==> src/include/link_status_pkg.sv <==
// shared constants, types and register map of the link and route status manager
// assumes one 10 MHz system clock and an Avalon-MM master with waitrequest
//
// How it works
// - deactivate link on link or external management request
// - inactive link activated after both-end alignment
// - processor outage from remote marks link blocked
// - remote outage ended clears blocked condition
// - failed, deactivated, blocked or inhibited means unavailable
// - available again once no condition remains
// - local inhibit set on remote acknowledgement
// - remote inhibit only if destinations stay reachable
// - remote or local uninhibit request clears inhibit
// - uninhibit acknowledgement clears inhibit after own request
// - unavailable link starts changeover where needed
// - failure starts restoration, maybe extra link activation
// - failure or deactivation may start prohibited/restricted
// - link back in service starts changeback, except during outage hold
// - restored link deactivates extra link activated meanwhile
// - restoration or activation may start transfer-allowed
// - too few active links, activate another
// - too many active links, deactivate another
// - optional local outage around blocking, then hold
// - blocking/unblocking/uninhibit drive route set procedures
// - route state from prohibited/allowed/restricted messages
// - unavailable route forces rerouting and propagation
// - level-2 failure, management or changeover order fails link
// - failed link restored after both-end alignment
package link_status_pkg;

   localparam int N_LINK = 4;
   localparam int N_ROUTE = 4;
   localparam int CLK_HZ = 10_000_000;
   localparam int HOLD_MS = 100;
   localparam int HOLD_CYC = (HOLD_MS * (CLK_HZ / 1000));
   localparam int HOLD_W = 20;

   localparam logic [4:0] OFS_CTRL = 5'h00;
   localparam logic [4:0] OFS_CMD = 5'h04;
   localparam logic [4:0] OFS_LINK_STAT = 5'h08;
   localparam logic [4:0] OFS_ROUTE_STAT = 5'h0c;

   localparam int CTRL_LPO_BIT = 0;
   localparam int CTRL_STP_BIT = 1;
   localparam int CTRL_RESTR_BIT = 2;
   localparam int CTRL_NORM_LSB = 4;
   localparam logic [7:0] CTRL_RST = 8'h22;

   localparam int CMD_LINK_LSB = 0;
   localparam int CMD_OP_LSB = 4;

   localparam int ST_W = 8;
   localparam int ST_FI = 0;
   localparam int ST_IK = 1;
   localparam int ST_BL = 2;
   localparam int ST_LI = 3;
   localparam int ST_RI = 4;
   localparam int ST_AV = 5;
   localparam int ST_HOLD = 6;
   localparam int ST_EX = 7;

   localparam logic LINK_RST_INACTIVE = 1'b1;

   typedef enum logic [2:0] {
      OP_NONE = 3'h0,
      OP_DEACT = 3'h1,
      OP_FAIL = 3'h2,
      OP_INHIBIT = 3'h3,
      OP_UNINH_LOCAL = 3'h4,
      OP_UNINH_REQ = 3'h5,
      OP_HOLD_CANCEL = 3'h6
   } cmd_op_t;

   typedef enum logic [1:0] {
      RT_AVAIL = 2'h0,
      RT_RESTR = 2'h1,
      RT_UNAV = 2'h3
   } route_state_t;

   typedef enum logic [1:0] {
      SQ_IDLE = 2'h0,
      SQ_LPO = 2'h1,
      SQ_TM = 2'h3,
      SQ_HOLD = 2'h2
   } seq_state_t;

   typedef struct packed {
      logic [N_LINK-1:0] fail;
      logic [N_LINK-1:0] align_ok;
      logic [N_LINK-1:0] po_start;
      logic [N_LINK-1:0] po_end;
      logic [N_LINK-1:0] co_order;
      logic [N_LINK-1:0] inh_ack;
      logic [N_LINK-1:0] uninh_ack;
      logic [N_LINK-1:0] rem_inh_req;
      logic [N_LINK-1:0] rem_uninh_req;
   } link_ind_t;

   typedef struct packed {
      logic [N_LINK-1:0] changeover;
      logic [N_LINK-1:0] changeback;
      logic [N_LINK-1:0] restore;
      logic [N_LINK-1:0] lpo;
      logic [N_LINK-1:0] inh_req;
      logic [N_LINK-1:0] uninh_req;
      logic [N_LINK-1:0] inh_refuse;
   } link_proc_t;

   typedef struct packed {
      logic tfp;
      logic tfa;
      logic tfr;
      logic [1:0] dest;
   } route_msg_t;

   typedef struct packed {
      logic act_other;
      logic deact_other;
      logic tfp_start;
      logic tfa_start;
      logic tfr_start;
      logic [N_ROUTE-1:0] reroute;
      logic [N_ROUTE-1:0] dest_tfp;
   } mgmt_act_t;

endpackage : link_status_pkg

==> src/logic/block_hold_seq.sv <==
// per-link sequencer for local outage around blocking and the hold afterwards
// assumes start and cancel are single-cycle pulses on the system clock
`timescale 1ns/1ps
module block_hold_seq #(
   parameter int HOLD_CYCLES = link_status_pkg::HOLD_CYC
) (
   input wire logic clk_sys_i,
   input wire logic rstn_i,
   input wire logic start_i,
   input wire logic cancel_i,
   output logic lpo_o,
   output logic co_o,
   output logic hold_o
);

   link_status_pkg::seq_state_t state_reg, state_next;
   logic [link_status_pkg::HOLD_W-1:0] cnt_reg, cnt_next;
   localparam logic [link_status_pkg::HOLD_W-1:0] HOLD_LAST =
      link_status_pkg::HOLD_W'(HOLD_CYCLES - 1);

   wire logic timer_done = (cnt_reg == HOLD_LAST);

   always_comb begin
      state_next = state_reg;
      cnt_next = cnt_reg;
      case (state_reg)
         link_status_pkg::SQ_IDLE: begin
            if (start_i) begin
               state_next = link_status_pkg::SQ_LPO;
            end
         end
         link_status_pkg::SQ_LPO: state_next = link_status_pkg::SQ_TM;
         link_status_pkg::SQ_TM: begin
            state_next = link_status_pkg::SQ_HOLD;
            cnt_next = '0;
         end
         link_status_pkg::SQ_HOLD: begin
            cnt_next = cnt_reg + 1'b1;
            if (timer_done || cancel_i) begin
               state_next = link_status_pkg::SQ_IDLE;
            end
         end
         default: state_next = link_status_pkg::SQ_IDLE;
      endcase
   end

   always_ff @(posedge clk_sys_i or negedge rstn_i) begin
      if (!rstn_i) begin
         state_reg <= link_status_pkg::SQ_IDLE;
         cnt_reg <= '0;
      end else begin
         state_reg <= state_next;
         cnt_reg <= cnt_next;
      end
   end

   assign lpo_o = (state_reg == link_status_pkg::SQ_LPO) || (state_reg == link_status_pkg::SQ_TM);
   assign co_o = (state_reg == link_status_pkg::SQ_TM);
   assign hold_o = (state_reg != link_status_pkg::SQ_IDLE);
endmodule : block_hold_seq

==> src/logic/link_route_status.sv <==
// link and route status manager with Avalon-MM register slave
// assumes level-2 terminal and route message decoder sit on the same clock
`timescale 1ns/1ps
module link_route_status #(
   parameter int HOLD_CYCLES = link_status_pkg::HOLD_CYC
) (
   input wire logic clk_sys_i,
   input wire logic rstn_i,
   input wire logic [4:0] avs_address_i,
   input wire logic avs_read_i,
   input wire logic avs_write_i,
   input wire logic [31:0] avs_writedata_i,
   input wire logic [3:0] avs_byteenable_i,
   output logic [31:0] avs_readdata_o,
   output logic avs_waitrequest_o,
   input wire link_status_pkg::link_ind_t l2_ind_i,
   input wire link_status_pkg::route_msg_t route_msg_i,
   output link_status_pkg::link_proc_t link_proc_o,
   output link_status_pkg::mgmt_act_t mgmt_o
);

   localparam int NL = link_status_pkg::N_LINK;
   localparam int NR = link_status_pkg::N_ROUTE;

   function automatic logic [2:0] count_set(input logic [NL-1:0] v);
      count_set = 3'h0;
      for (int k = 0; k < NL; k++) begin
         count_set = count_set + {2'h0, v[k]};
      end
   endfunction : count_set

   function automatic link_status_pkg::route_state_t set_level(input logic [2:0] cnt,
         input logic [2:0] norm, input logic restr_en);
      if (cnt == 3'h0) begin
         set_level = link_status_pkg::RT_UNAV;
      end else if (restr_en && (cnt < norm)) begin
         set_level = link_status_pkg::RT_RESTR;
      end else begin
         set_level = link_status_pkg::RT_AVAIL;
      end
   endfunction : set_level

   // bus slave: one wait cycle, answer at the second edge
   logic ack_reg;
   logic [31:0] rdata_reg;
   logic [7:0] ctrl_reg;
   wire logic bus_req = avs_read_i || avs_write_i;
   wire logic wr_fire = avs_write_i && ack_reg;
   wire logic wr_ctrl = wr_fire && (avs_address_i == link_status_pkg::OFS_CTRL)
      && avs_byteenable_i[0];
   wire logic cmd_fire = wr_fire && (avs_address_i == link_status_pkg::OFS_CMD)
      && avs_byteenable_i[0];
   wire logic [1:0] cmd_link = avs_writedata_i[link_status_pkg::CMD_LINK_LSB +: 2];
   wire logic [2:0] cmd_op = avs_writedata_i[link_status_pkg::CMD_OP_LSB +: 3];
   wire logic [7:0] ctrl_next = wr_ctrl ? avs_writedata_i[7:0] : ctrl_reg;
   wire logic lpo_en = ctrl_reg[link_status_pkg::CTRL_LPO_BIT];
   wire logic stp_en = ctrl_reg[link_status_pkg::CTRL_STP_BIT];
   wire logic restr_en = ctrl_reg[link_status_pkg::CTRL_RESTR_BIT];
   wire logic [2:0] norm = ctrl_reg[link_status_pkg::CTRL_NORM_LSB +: 3];

   assign avs_waitrequest_o = bus_req && !ack_reg;
   assign avs_readdata_o = rdata_reg;

   logic [NL-1:0] fi_reg, fi_next;
   logic [NL-1:0] ik_reg, ik_next;
   logic [NL-1:0] bl_reg, bl_next;
   logic [NL-1:0] li_reg, li_next;
   logic [NL-1:0] ri_reg, ri_next;
   logic [NL-1:0] ip_reg, ip_next;
   logic [NL-1:0] up_reg, up_next;
   logic [NL-1:0] ex_reg, ex_next;
   logic [NL-1:0] avail_reg, avail_next;
   logic [NL-1:0] fail_ev, deact_ev, align_ev, block_ev, unblock_ev;
   logic [NL-1:0] linh_ev, rinh_ok, rinh_refuse, uninh_ev, inh_send, uninh_send;
   logic [NL-1:0] down, up_t, seq_start, seq_lpo, seq_co, hold, cmd_hit, cancel;
   logic [NL*link_status_pkg::ST_W-1:0] link_stat;

   generate
      for (genvar i = 0; i < NL; i++) begin : g_link
         localparam logic [NL-1:0] SELF = NL'(1) << i;
         wire logic others_avail = |(avail_reg & ~SELF);
         assign cmd_hit[i] = cmd_fire && (cmd_link == 2'(i));
         assign fail_ev[i] = !fi_reg[i] && (l2_ind_i.fail[i]
            || (cmd_hit[i] && (cmd_op == link_status_pkg::OP_FAIL))
            || (l2_ind_i.co_order[i] && avail_reg[i]));
         assign deact_ev[i] = cmd_hit[i] && (cmd_op == link_status_pkg::OP_DEACT)
            && !(fi_reg[i] && ik_reg[i]);
         assign align_ev[i] = l2_ind_i.align_ok[i] && fi_reg[i];
         assign block_ev[i] = l2_ind_i.po_start[i] && !bl_reg[i];
         assign unblock_ev[i] = l2_ind_i.po_end[i] && bl_reg[i];
         assign linh_ev[i] = l2_ind_i.inh_ack[i] && ip_reg[i];
         assign rinh_ok[i] = l2_ind_i.rem_inh_req[i] && others_avail;
         assign rinh_refuse[i] = l2_ind_i.rem_inh_req[i] && !others_avail;
         assign uninh_ev[i] = (li_reg[i] || ri_reg[i]) && (l2_ind_i.rem_uninh_req[i]
            || (cmd_hit[i] && (cmd_op == link_status_pkg::OP_UNINH_LOCAL))
            || (l2_ind_i.uninh_ack[i] && up_reg[i]));
         assign inh_send[i] = cmd_hit[i] && (cmd_op == link_status_pkg::OP_INHIBIT)
            && !li_reg[i] && !ip_reg[i];
         assign uninh_send[i] = cmd_hit[i] && (cmd_op == link_status_pkg::OP_UNINH_REQ)
            && li_reg[i] && !up_reg[i];
         assign cancel[i] = cmd_hit[i] && (cmd_op == link_status_pkg::OP_HOLD_CANCEL);
         // set wins over clear on every flag
         assign fi_next[i] = fail_ev[i] || deact_ev[i] || (fi_reg[i] && !align_ev[i]);
         assign ik_next[i] = deact_ev[i] || (ik_reg[i] && !fail_ev[i]);
         assign bl_next[i] = block_ev[i] || (bl_reg[i] && !unblock_ev[i]);
         assign li_next[i] = linh_ev[i] || (li_reg[i] && !uninh_ev[i]);
         assign ri_next[i] = rinh_ok[i] || (ri_reg[i] && !uninh_ev[i]);
         assign ip_next[i] = inh_send[i] || (ip_reg[i] && !l2_ind_i.inh_ack[i]);
         assign up_next[i] = uninh_send[i] || (up_reg[i] && !l2_ind_i.uninh_ack[i]);
         assign avail_next[i] = !(fi_next[i] || bl_next[i] || li_next[i] || ri_next[i]);
         assign down[i] = avail_reg[i] && !avail_next[i];
         assign up_t[i] = !avail_reg[i] && avail_next[i];
         assign seq_start[i] = block_ev[i] && lpo_en && down[i];
         block_hold_seq #(
            .HOLD_CYCLES(HOLD_CYCLES)
         ) u_seq (
            .clk_sys_i(clk_sys_i),
            .rstn_i(rstn_i),
            .start_i(seq_start[i]),
            .cancel_i(cancel[i]),
            .lpo_o(seq_lpo[i]),
            .co_o(seq_co[i]),
            .hold_o(hold[i])
         );
         assign link_stat[i*link_status_pkg::ST_W +: link_status_pkg::ST_W] = {ex_reg[i],
            hold[i], avail_reg[i], ri_reg[i], li_reg[i], bl_reg[i], ik_reg[i], fi_reg[i]};
      end
   endgenerate

   // link set counts drive activation and route set procedures
   wire logic [2:0] cnt_now = count_set(avail_reg);
   wire logic [2:0] cnt_nx = count_set(avail_next);
   wire link_status_pkg::route_state_t lvl_now = set_level(cnt_now, norm, restr_en);
   wire link_status_pkg::route_state_t lvl_nx = set_level(cnt_nx, norm, restr_en);
   wire logic short_set = (cnt_nx < norm);
   wire logic long_set = (cnt_nx > norm);
   wire logic [NL-1:0] restored = align_ev & ~ik_reg;
   assign ex_next = (fail_ev & {NL{short_set}}) | (ex_reg & ~align_ev);

   link_status_pkg::link_proc_t proc_reg, proc_next;
   link_status_pkg::mgmt_act_t mgmt_reg, mgmt_next;
   link_status_pkg::route_state_t rt_reg [NR];
   link_status_pkg::route_state_t rt_next [NR];
   logic [NR*2-1:0] route_stat;

   always_comb begin
      // changeover on link loss held off during outage hold; the sequencer issues its own changeover
      proc_next.changeover = (down & ~hold & ~seq_start) | seq_co;
      proc_next.changeback = up_t & ~hold;
      proc_next.restore = fail_ev;
      proc_next.lpo = seq_lpo;
      proc_next.inh_req = inh_send;
      proc_next.uninh_req = uninh_send;
      proc_next.inh_refuse = rinh_refuse;
   end

   generate
      for (genvar r = 0; r < NR; r++) begin : g_route
         wire logic hit = (route_msg_i.dest == 2'(r));
         assign rt_next[r] = (hit && route_msg_i.tfp) ? link_status_pkg::RT_UNAV :
            (hit && route_msg_i.tfr) ? link_status_pkg::RT_RESTR :
            (hit && route_msg_i.tfa) ? link_status_pkg::RT_AVAIL : rt_reg[r];
         assign mgmt_next.reroute[r] = (rt_next[r] == link_status_pkg::RT_UNAV)
            && (rt_reg[r] != link_status_pkg::RT_UNAV);
         assign mgmt_next.dest_tfp[r] = mgmt_next.reroute[r] && stp_en;
         assign route_stat[r*2 +: 2] = rt_reg[r];
      end
   endgenerate

   assign mgmt_next.act_other = |(fail_ev | deact_ev | linh_ev | rinh_ok) && short_set;
   assign mgmt_next.deact_other = (|(up_t & ~restored) && long_set) || |(restored & ex_reg);
   assign mgmt_next.tfp_start = stp_en && (lvl_nx == link_status_pkg::RT_UNAV)
      && (lvl_now != link_status_pkg::RT_UNAV);
   assign mgmt_next.tfr_start = stp_en && (lvl_nx == link_status_pkg::RT_RESTR)
      && (lvl_now != link_status_pkg::RT_RESTR);
   assign mgmt_next.tfa_start = stp_en && (lvl_nx == link_status_pkg::RT_AVAIL)
      && (lvl_now != link_status_pkg::RT_AVAIL);

   wire logic [31:0] rd_mux =
      (avs_address_i == link_status_pkg::OFS_CTRL) ? {24'h0, ctrl_reg} :
      (avs_address_i == link_status_pkg::OFS_LINK_STAT) ? link_stat :
      (avs_address_i == link_status_pkg::OFS_ROUTE_STAT) ? {24'h0, route_stat} : 32'h0;

   always_ff @(posedge clk_sys_i or negedge rstn_i) begin
      if (!rstn_i) begin
         ack_reg <= 1'b0;
         rdata_reg <= 32'h0;
         ctrl_reg <= link_status_pkg::CTRL_RST;
      end else begin
         ack_reg <= bus_req && !ack_reg;
         rdata_reg <= (avs_read_i && !ack_reg) ? rd_mux : rdata_reg;
         ctrl_reg <= ctrl_next;
      end
   end

   // links start inactive until aligned
   always_ff @(posedge clk_sys_i or negedge rstn_i) begin
      if (!rstn_i) begin
         fi_reg <= {NL{link_status_pkg::LINK_RST_INACTIVE}};
         ik_reg <= {NL{link_status_pkg::LINK_RST_INACTIVE}};
         bl_reg <= '0;
         li_reg <= '0;
         ri_reg <= '0;
         ip_reg <= '0;
         up_reg <= '0;
         ex_reg <= '0;
         avail_reg <= '0;
      end else begin
         fi_reg <= fi_next;
         ik_reg <= ik_next;
         bl_reg <= bl_next;
         li_reg <= li_next;
         ri_reg <= ri_next;
         ip_reg <= ip_next;
         up_reg <= up_next;
         ex_reg <= ex_next;
         avail_reg <= avail_next;
      end
   end

   always_ff @(posedge clk_sys_i or negedge rstn_i) begin
      if (!rstn_i) begin
         proc_reg <= '0;
         mgmt_reg <= '0;
         for (int r = 0; r < NR; r++) begin
            rt_reg[r] <= link_status_pkg::RT_AVAIL;
         end
      end else begin
         proc_reg <= proc_next;
         mgmt_reg <= mgmt_next;
         for (int r = 0; r < NR; r++) begin
            rt_reg[r] <= rt_next[r];
         end
      end
   end

   assign link_proc_o = proc_reg;
   assign mgmt_o = mgmt_reg;
endmodule : link_route_status

==> config.mk <==
export PLATFORM = sky130hd
export DESIGN_NAME = link_route_status
export DESIGN_NICKNAME = d
export VERILOG_FILES = /design/src/include/link_status_pkg.sv /design/src/logic/block_hold_seq.sv /design/src/logic/link_route_status.sv
export SDC_FILE = /design/constraint.sdc
export NUM_CORES = 1
export LEC_CHECK = 0
export ABC_CLOCK_PERIOD_IN_PS = 3900
export BUFFER_PORTS_ARGS = -buffer_cell sky130_fd_sc_hd__buf_2
export CAP_MARGIN = 20
export CELL_PAD_IN_SITES_DETAIL_PLACEMENT = 1
export CELL_PAD_IN_SITES_GLOBAL_PLACEMENT = 2
export CORE_MARGIN = 8
export CORE_UTILIZATION = 33
export DETAILED_ROUTE_END_ITERATION = 8
export GPL_TIMING_DRIVEN = 0
export PLACE_DENSITY = 0.88
export SLEW_MARGIN = 20
export SYNTH_ARGS = -nofsm -noshare
export SYNTH_HDL_FRONTEND = slang
export SYNTH_HIERARCHICAL = 1
export SYNTH_SLANG_ARGS = --single-unit
==> constraint.sdc <==
create_clock -name clk_sys_i -period 3.9 [get_ports clk_sys_i]
set_input_delay 0.39 -clock clk_sys_i [delete_from_list [all_inputs] [get_ports clk_sys_i]]
set_output_delay 0.39 -clock clk_sys_i [all_outputs]
set_load 0.01 [all_outputs]
* Word level (Yosys, flattened, before mapping)
Index checks and enable logic that the tools add are counted. Widths: inputs -> output; s select.
Word-level totals: bits in registers 214, output and inout port bits 74, word-level logic and storage cells 493
Cells by class: add/subtract/negate cells 10, order comparisons 3, equality and inequality tests 51, multiplexer cells 35, bitwise gates (word level) 18, reductions and logical operators 338
Operator list (count):
- $logic_and 1x1->1 | 173
- $pmux 20 s2 | 4
- $add 20x1->20 const B | 4
- $eq 20x20->1 const B | 4
- $logic_or 1x1->1 | 74
- $mux 32 | 2
- $logic_not 1->1 | 61
- $mux 2 | 22
- $eq 2x2->1 const B | 17
- $and 4x4->4 | 8
- $pmux 2 s4 | 4
- $not 4->4 | 5
- $or 4x4->4 | 5
- $ne 2x1->1 const B | 9
- $reduce_bool 2->1 | 9
- $eq 2x1->1 const B | 7
- $logic_not 2->1 | 7
- $reduce_or 3->1 | 4
- $reduce_or 4->1 | 3
- $eq 5x4->1 const B | 2
- $ne 2x2->1 const B | 5
- $eq 3x3->1 const B | 3
- $mux 8 | 1
- $reduce_and 2->1 | 4
- other kinds (11) | 18

* Longest topological paths before layout
word-level depth 24, mapped depth 18, depth with buffers taken out 17

* Modules after synthesis
The synthesis kept the hierarchy.
By module, submodules not included:
- link_route_status | instances 1, cells an instance 538, area an instance 5645.4 µm²
- block_hold_seq | instances 4, cells an instance 132, area an instance 1308.8 µm²

* Worst setup path after synthesis
Ideal clock, no wire load.
kind in2reg, start point in avs_address_i[4], end point reg ex_reg[3], arrival time 4028 ps, slack -211 ps, stages 16, path buffers 2, cells stage by stage or4b_1 buf_6 nor4_4 o21ai_1 or4_1 clkbuf_2 xnor2_1 ha_1 ha_1 ha_1 ha_1 a21o_1 a21oi_1 inv_1 o21a_1 o22ai_1
Between the ends: cells in the longest elaborated chain, start to end 20
Ends and longest elaborated chain:
- start: declaration | RTL line link_route_status.sv:9 | input wire logic [4:0] avs_address_i,
- $eq 5x3->1 | RTL line link_route_status.sv:51 | wire logic cmd_fire = wr_fire && (avs_address_i == link_status_pkg::OFS_CMD)
- $logic_and 1x1->1 | RTL line link_route_status.sv:51
- $logic_and 1x1->1 | RTL line link_route_status.sv:52 | && avs_byteenable_i[0];
- $logic_and 1x1->1 | RTL line link_route_status.sv:82 | assign cmd_hit[i] = cmd_fire && (cmd_link == 2'(i));
- $logic_and 1x1->1 | RTL line link_route_status.sv:95 | || (cmd_hit[i] && (cmd_op == link_status_pkg::OP_UNINH_LOCAL))
- $logic_or 1x1->1 | RTL line link_route_status.sv:95
- $logic_or 1x1->1 | RTL line link_route_status.sv:96 | || (l2_ind_i.uninh_ack[i] && up_reg[i]));
- $logic_and 1x1->1 | RTL line link_route_status.sv:94 | assign uninh_ev[i] = (li_reg[i] || ri_reg[i]) && (l2_ind_i.rem_uninh_req[i]
- (+3 left out)
- net li_next[0] | RTL line link_route_status.sv:67 | logic [NL-1:0] li_reg, li_next;
- (+2 left out)
- $logic_not 1->1 | RTL line link_route_status.sv:110 | assign avail_next[i] = !(fi_next[i] || bl_next[i] || li_next[i] || ri_next[i]);
- $add 1x1->2 | RTL line link_route_status.sv:28 | count_set = count_set + {2'h0, v[k]};
- $add 2x1->3 | RTL line link_route_status.sv:28
- $add 3x1->3 | RTL line link_route_status.sv:28
- $lt 3x3->1 | RTL line link_route_status.sv:135 | wire logic short_set = (cnt_nx < norm);
- $and 4x4->4 | RTL line link_route_status.sv:138 | assign ex_next = (fail_ev & {NL{short_set}}) | (ex_reg & ~align_ev);
- $or 4x4->4 | RTL line link_route_status.sv:138
- net ex_next[3] | RTL line link_route_status.sv:71 | logic [NL-1:0] ex_reg, ex_next;
- end signal: assignment | RTL line link_route_status.sv:216 | ex_reg <= ex_next;
- end: declaration | RTL line link_route_status.sv:71
The timed path passes the listed nets, and every way through them passes these cells. A chain may end at the register's enable or synchronous reset.

* Worst setup path in the final report
start point in avs_address_i[4], end point reg ex_reg[3]
Between the ends: cells in the longest elaborated chain, start to end 20
Ends and longest elaborated chain:
- $eq 5x3->1 | RTL line link_route_status.sv:51
- $logic_and 1x1->1 | RTL line link_route_status.sv:51
- $logic_and 1x1->1 | RTL line link_route_status.sv:52
- $logic_and 1x1->1 | RTL line link_route_status.sv:82
- $logic_and 1x1->1 | RTL line link_route_status.sv:95
- $logic_or 1x1->1 | RTL line link_route_status.sv:95
- $logic_or 1x1->1 | RTL line link_route_status.sv:96
- $logic_and 1x1->1 | RTL line link_route_status.sv:94
- (+3 left out)
- net li_next[1] | RTL line link_route_status.sv:67
- (+3 left out)
- net avail_next[1] | RTL line link_route_status.sv:72 | logic [NL-1:0] avail_reg, avail_next;
- $add 1x1->2 | RTL line link_route_status.sv:28
- $add 2x1->3 | RTL line link_route_status.sv:28
- $add 3x1->3 | RTL line link_route_status.sv:28
- $lt 3x3->1 | RTL line link_route_status.sv:135
- $and 4x4->4 | RTL line link_route_status.sv:138
- $or 4x4->4 | RTL line link_route_status.sv:138
- net ex_next[3] | RTL line link_route_status.sv:71
The timed path passes the listed nets, and every way through them passes these cells.

==> results.ini <==
[worst_setup_path]
setup.worst_path.start_class = primary input
end_kind = flop
worstPathArrival_ps = 4250
critPathMaxFanout = 9
worstSetupPathType = in -> reg
r2r_cells = 15
cp.required_ps = 4340

[global_route]
grt_max_degree = 77
antenna_found_initial = 4
grt_pass1_vias = 9510
grt-ovfl-total = 0
grt_pass1_wl_microns = 55100
grtUsageTotal_pct = 17.7

[pwr]
p_per_area_nw_per_um2 = 491
leakage_uw = 0.00592
total_power_uw = 6460
peakVddDrop_mv = 0.302

[placed_design]
hpwl_microns = 25800
place_congestion = 0.846
port_buffers = 127
dp_cells = 1638

[detailed_routing]
route.detailed.drc = 0
first_pass_iters = 5
routedWlPerCell_microns = 20.5
dr.first_iter.drc_count = 541
vias = 9073
final_antenna_net_count = 0
wl_microns = 34800
vias_per_cell = 5.36

[flow_run]
drv_cap = 0

[yosys]
ys.flop_type = dfrtp_1
synth_area_sq_um = 10900
synth-compound-area-share_pct = 14.9
synth_xor_area_share_pct = 1.45
ys_seq_elements = 214
yosysSeqAreaShare_pct = 49.3
syn-num-nets = 1168
synthSimpleGateAreaFrac_pct = 23.0
async_reset_ff_share_pct = 100
yosys_warnings = 6
synth_cell_types = 67
netlist_instances = 1066
synth_top_family_by_area = simple AND/OR/NAND/NOR gates
syn_area_per_cell_sq_um = 10.2
synth_edf_count = 0
synth.area.mux_share_pct = 3.93
synth_adder_area_share_pct = 1.91

[sta]
fin_crit_ps = 3810
drv_slew = 0
min_period_over_period_pct = 97.7
relSlewSlack_pct = 41.4
tightest_slew_ps = 878
clock_skew_ps = 10.8
grt_setup_unrepaired = yes
setup_viol = 0
fmax_mhz = 262
final-hold-violation-count = 0

[cts]
clock-sinks = 214
clock_path_buffers = 3
cts-root-buf = clkbuf_16
cts_tree = yes
numCtsBuffers = 27
htreeDepth = 1
clk_latency_ps = 530
cts.clk_slew.worst_paths_ps = 60

[floorplan]
die_w_microns = 198
rows = 66
dieArea_sq_um = 39000
core_sq_um = 32500
die_y_microns = 198
ios = 160
start_util_pct = 33.4

[layout]
finalCoreUtilization_pct = 40.4
drive_gt1_share_pct = 22.3
antenna_cells = 0
area_delta_synth_final_pct = 20.9
fin_nets = 1332
layout.cells.non_filler = 1692
fillers = 3754
largest_reg_flops = 80

[hold_path]
whs_path_depth = 2
worstHoldPathType = in -> reg

[status]
outcome = finished, final reports clean

==> final timing paths <==
path	slack (ps)	from	end
worst max-delay path	90	avs_address_i[4]	ex_reg[3]
worst min-delay path	50	l2_ind_i[28]	ex_reg[0]
worst max register to register	100	ack_reg	ex_reg[3]
worst min register to register	480	avs_readdata_o[4]	avs_readdata_o[4]
max in group asynchronous	2600	rstn_i	g_link[1].u_seq/cnt_reg[8]
min in group asynchronous	460	rstn_i	g_link[0].u_seq/cnt_reg[11]
==> cell type report <==
cell class              instances  area [sq um]  share of cell area (%)
well taps                     442           553                    4.20
inverters                      62           233                    1.77
clock inverters                 8          90.1                   0.685
multi-input cells             727          5020                    38.2
flip-flops and latches        214          5370                    40.8
plain buffers                  60           359                    2.73
repair buffers                138           772                    5.87
clock buffers                  41           758                    5.76
==> metal layers <==
layer  vias up  wire length [microns]  share of wire (%)  GRT usage, %
met3        55                   1710                4.9          3.73
met1      4626                  15600                 45          23.3
met5         -                     49               0.14             0
met4         8                    951                2.7          4.87
met2       156                  16400                 47          29.2
li1       4228                      -                  -             -
==> where the power goes <==
part	leakage, uW	internal (uW)	switching (uW)
clock	0.000419	1460	944
combinational	0.00271	527	784
sequential	0.00280	2470	271
total	0.00592	4460	2000
==> worst max-delay path, cell delays in order <==
cell and delay (ps):
buf_2 130, or4b_4 570, buf_6 170, nor4_4 360
o21ai_2 120, or4_4 540, inv_2 90, xnor2_1 120
ha_1 250, ha_2 190, ha_4 250, ha_4 240
a21o_1 200, a21oi_4 230, inv_1 100, o21a_1 170
o22ai_1 120
==> synthesized netlist by cell type (9+ instances only) <==
| library cell | n | area, sq um |
|---|---|---|
| ha_1 | 15 | 188 |
| nor4_2 | 16 | 200 |
| a21o_1 | 11 | 82.6 |
| nor4b_1 | 12 | 105 |
| inv_1 | 62 | 233 |
| o2bb2ai_1 | 28 | 245 |
| nand4_1 | 34 | 213 |
| a21oi_1 | 47 | 235 |
| clkbuf_1 | 38 | 143 |
| nor2_1 | 98 | 368 |
| nand3_1 | 30 | 150 |
| o31ai_1 | 9 | 67.6 |
| mux2i_1 | 36 | 360 |
| o21ai_0 | 40 | 200 |
| nor4_1 | 17 | 106 |
| dfstp_2 | 10 | 263 |
| nor3b_1 | 14 | 105 |
| a22o_1 | 35 | 307 |
| nand2b_1 | 13 | 81.3 |
| o211ai_1 | 10 | 75.1 |
| or3_1 | 11 | 68.8 |
| dfrtp_1 | 204 | 5100 |
| xnor2_1 | 13 | 114 |
| nand2_1 | 89 | 334 |
| nor3_1 | 29 | 145 |
==> logic make-up after synthesis <==
group	Yosys count
buffers and inverters	125
and+or+nand+nor	419
adders and majority gates	16
DFF	214
AOI/OAI and AO/OA	232
xor gates and xnor gates	18
muxes	42
==> cell usage in the layout, fill, tap and decap left out, types with 11 or more instances in the layout <==
| cell | netlist | routed |
|---|---|---|
| inv_1 | 62 | 61 |
| a21oi_1 | 47 | 44 |
| clkbuf_1 | 38 | 45 |
| a22o_1 | 35 | 35 |
| clkbuf_16 | 0 | 27 |
| o21ai_0 | 40 | 38 |
| a21o_1 | 11 | 11 |
| buf_2 | 2 | 128 |
| nor2_1 | 98 | 98 |
| nand2_1 | 89 | 89 |
| nand4_1 | 34 | 34 |
| nor3b_1 | 14 | 14 |
| nor4b_1 | 12 | 11 |
| ha_1 | 15 | 12 |
| nand3_1 | 30 | 30 |
| nand2b_1 | 13 | 13 |
| buf_4 | 8 | 15 |
| o2bb2ai_1 | 28 | 28 |
| or3_1 | 11 | 11 |
| mux2i_1 | 36 | 36 |
| dfrtp_1 | 204 | 202 |
| nor4_2 | 16 | 17 |
| nor4_1 | 17 | 16 |
| xnor2_1 | 13 | 13 |
| nor3_1 | 29 | 29 |
==> metrics by stage <==
stage,setup slack (ps),hold slack [ps],cell area [sq um],setup TNS [ps]
after floorplan,51.7,94.4,10900,0
after global placement,-1460,461,12100,-297700
after detailed placement,-774,432,12200,-5090
after CTS,0.903,29.6,13100,0
after global routing,-15.5,64.5,13200,-22.0
final,89.6,54.6,13200,0
==> what timing repair did <==
action | 4_1_cts | 5_1_grt
hold buffers | 1 | 0
setup buffers | 7 | 0
endpoints found under the setup margin | 8 | 8
pin swaps | 2 | 2
resized for setup | 6 | 14
hold endpoints to repair | 66 | 0
(Power assumes the default switching activity.)
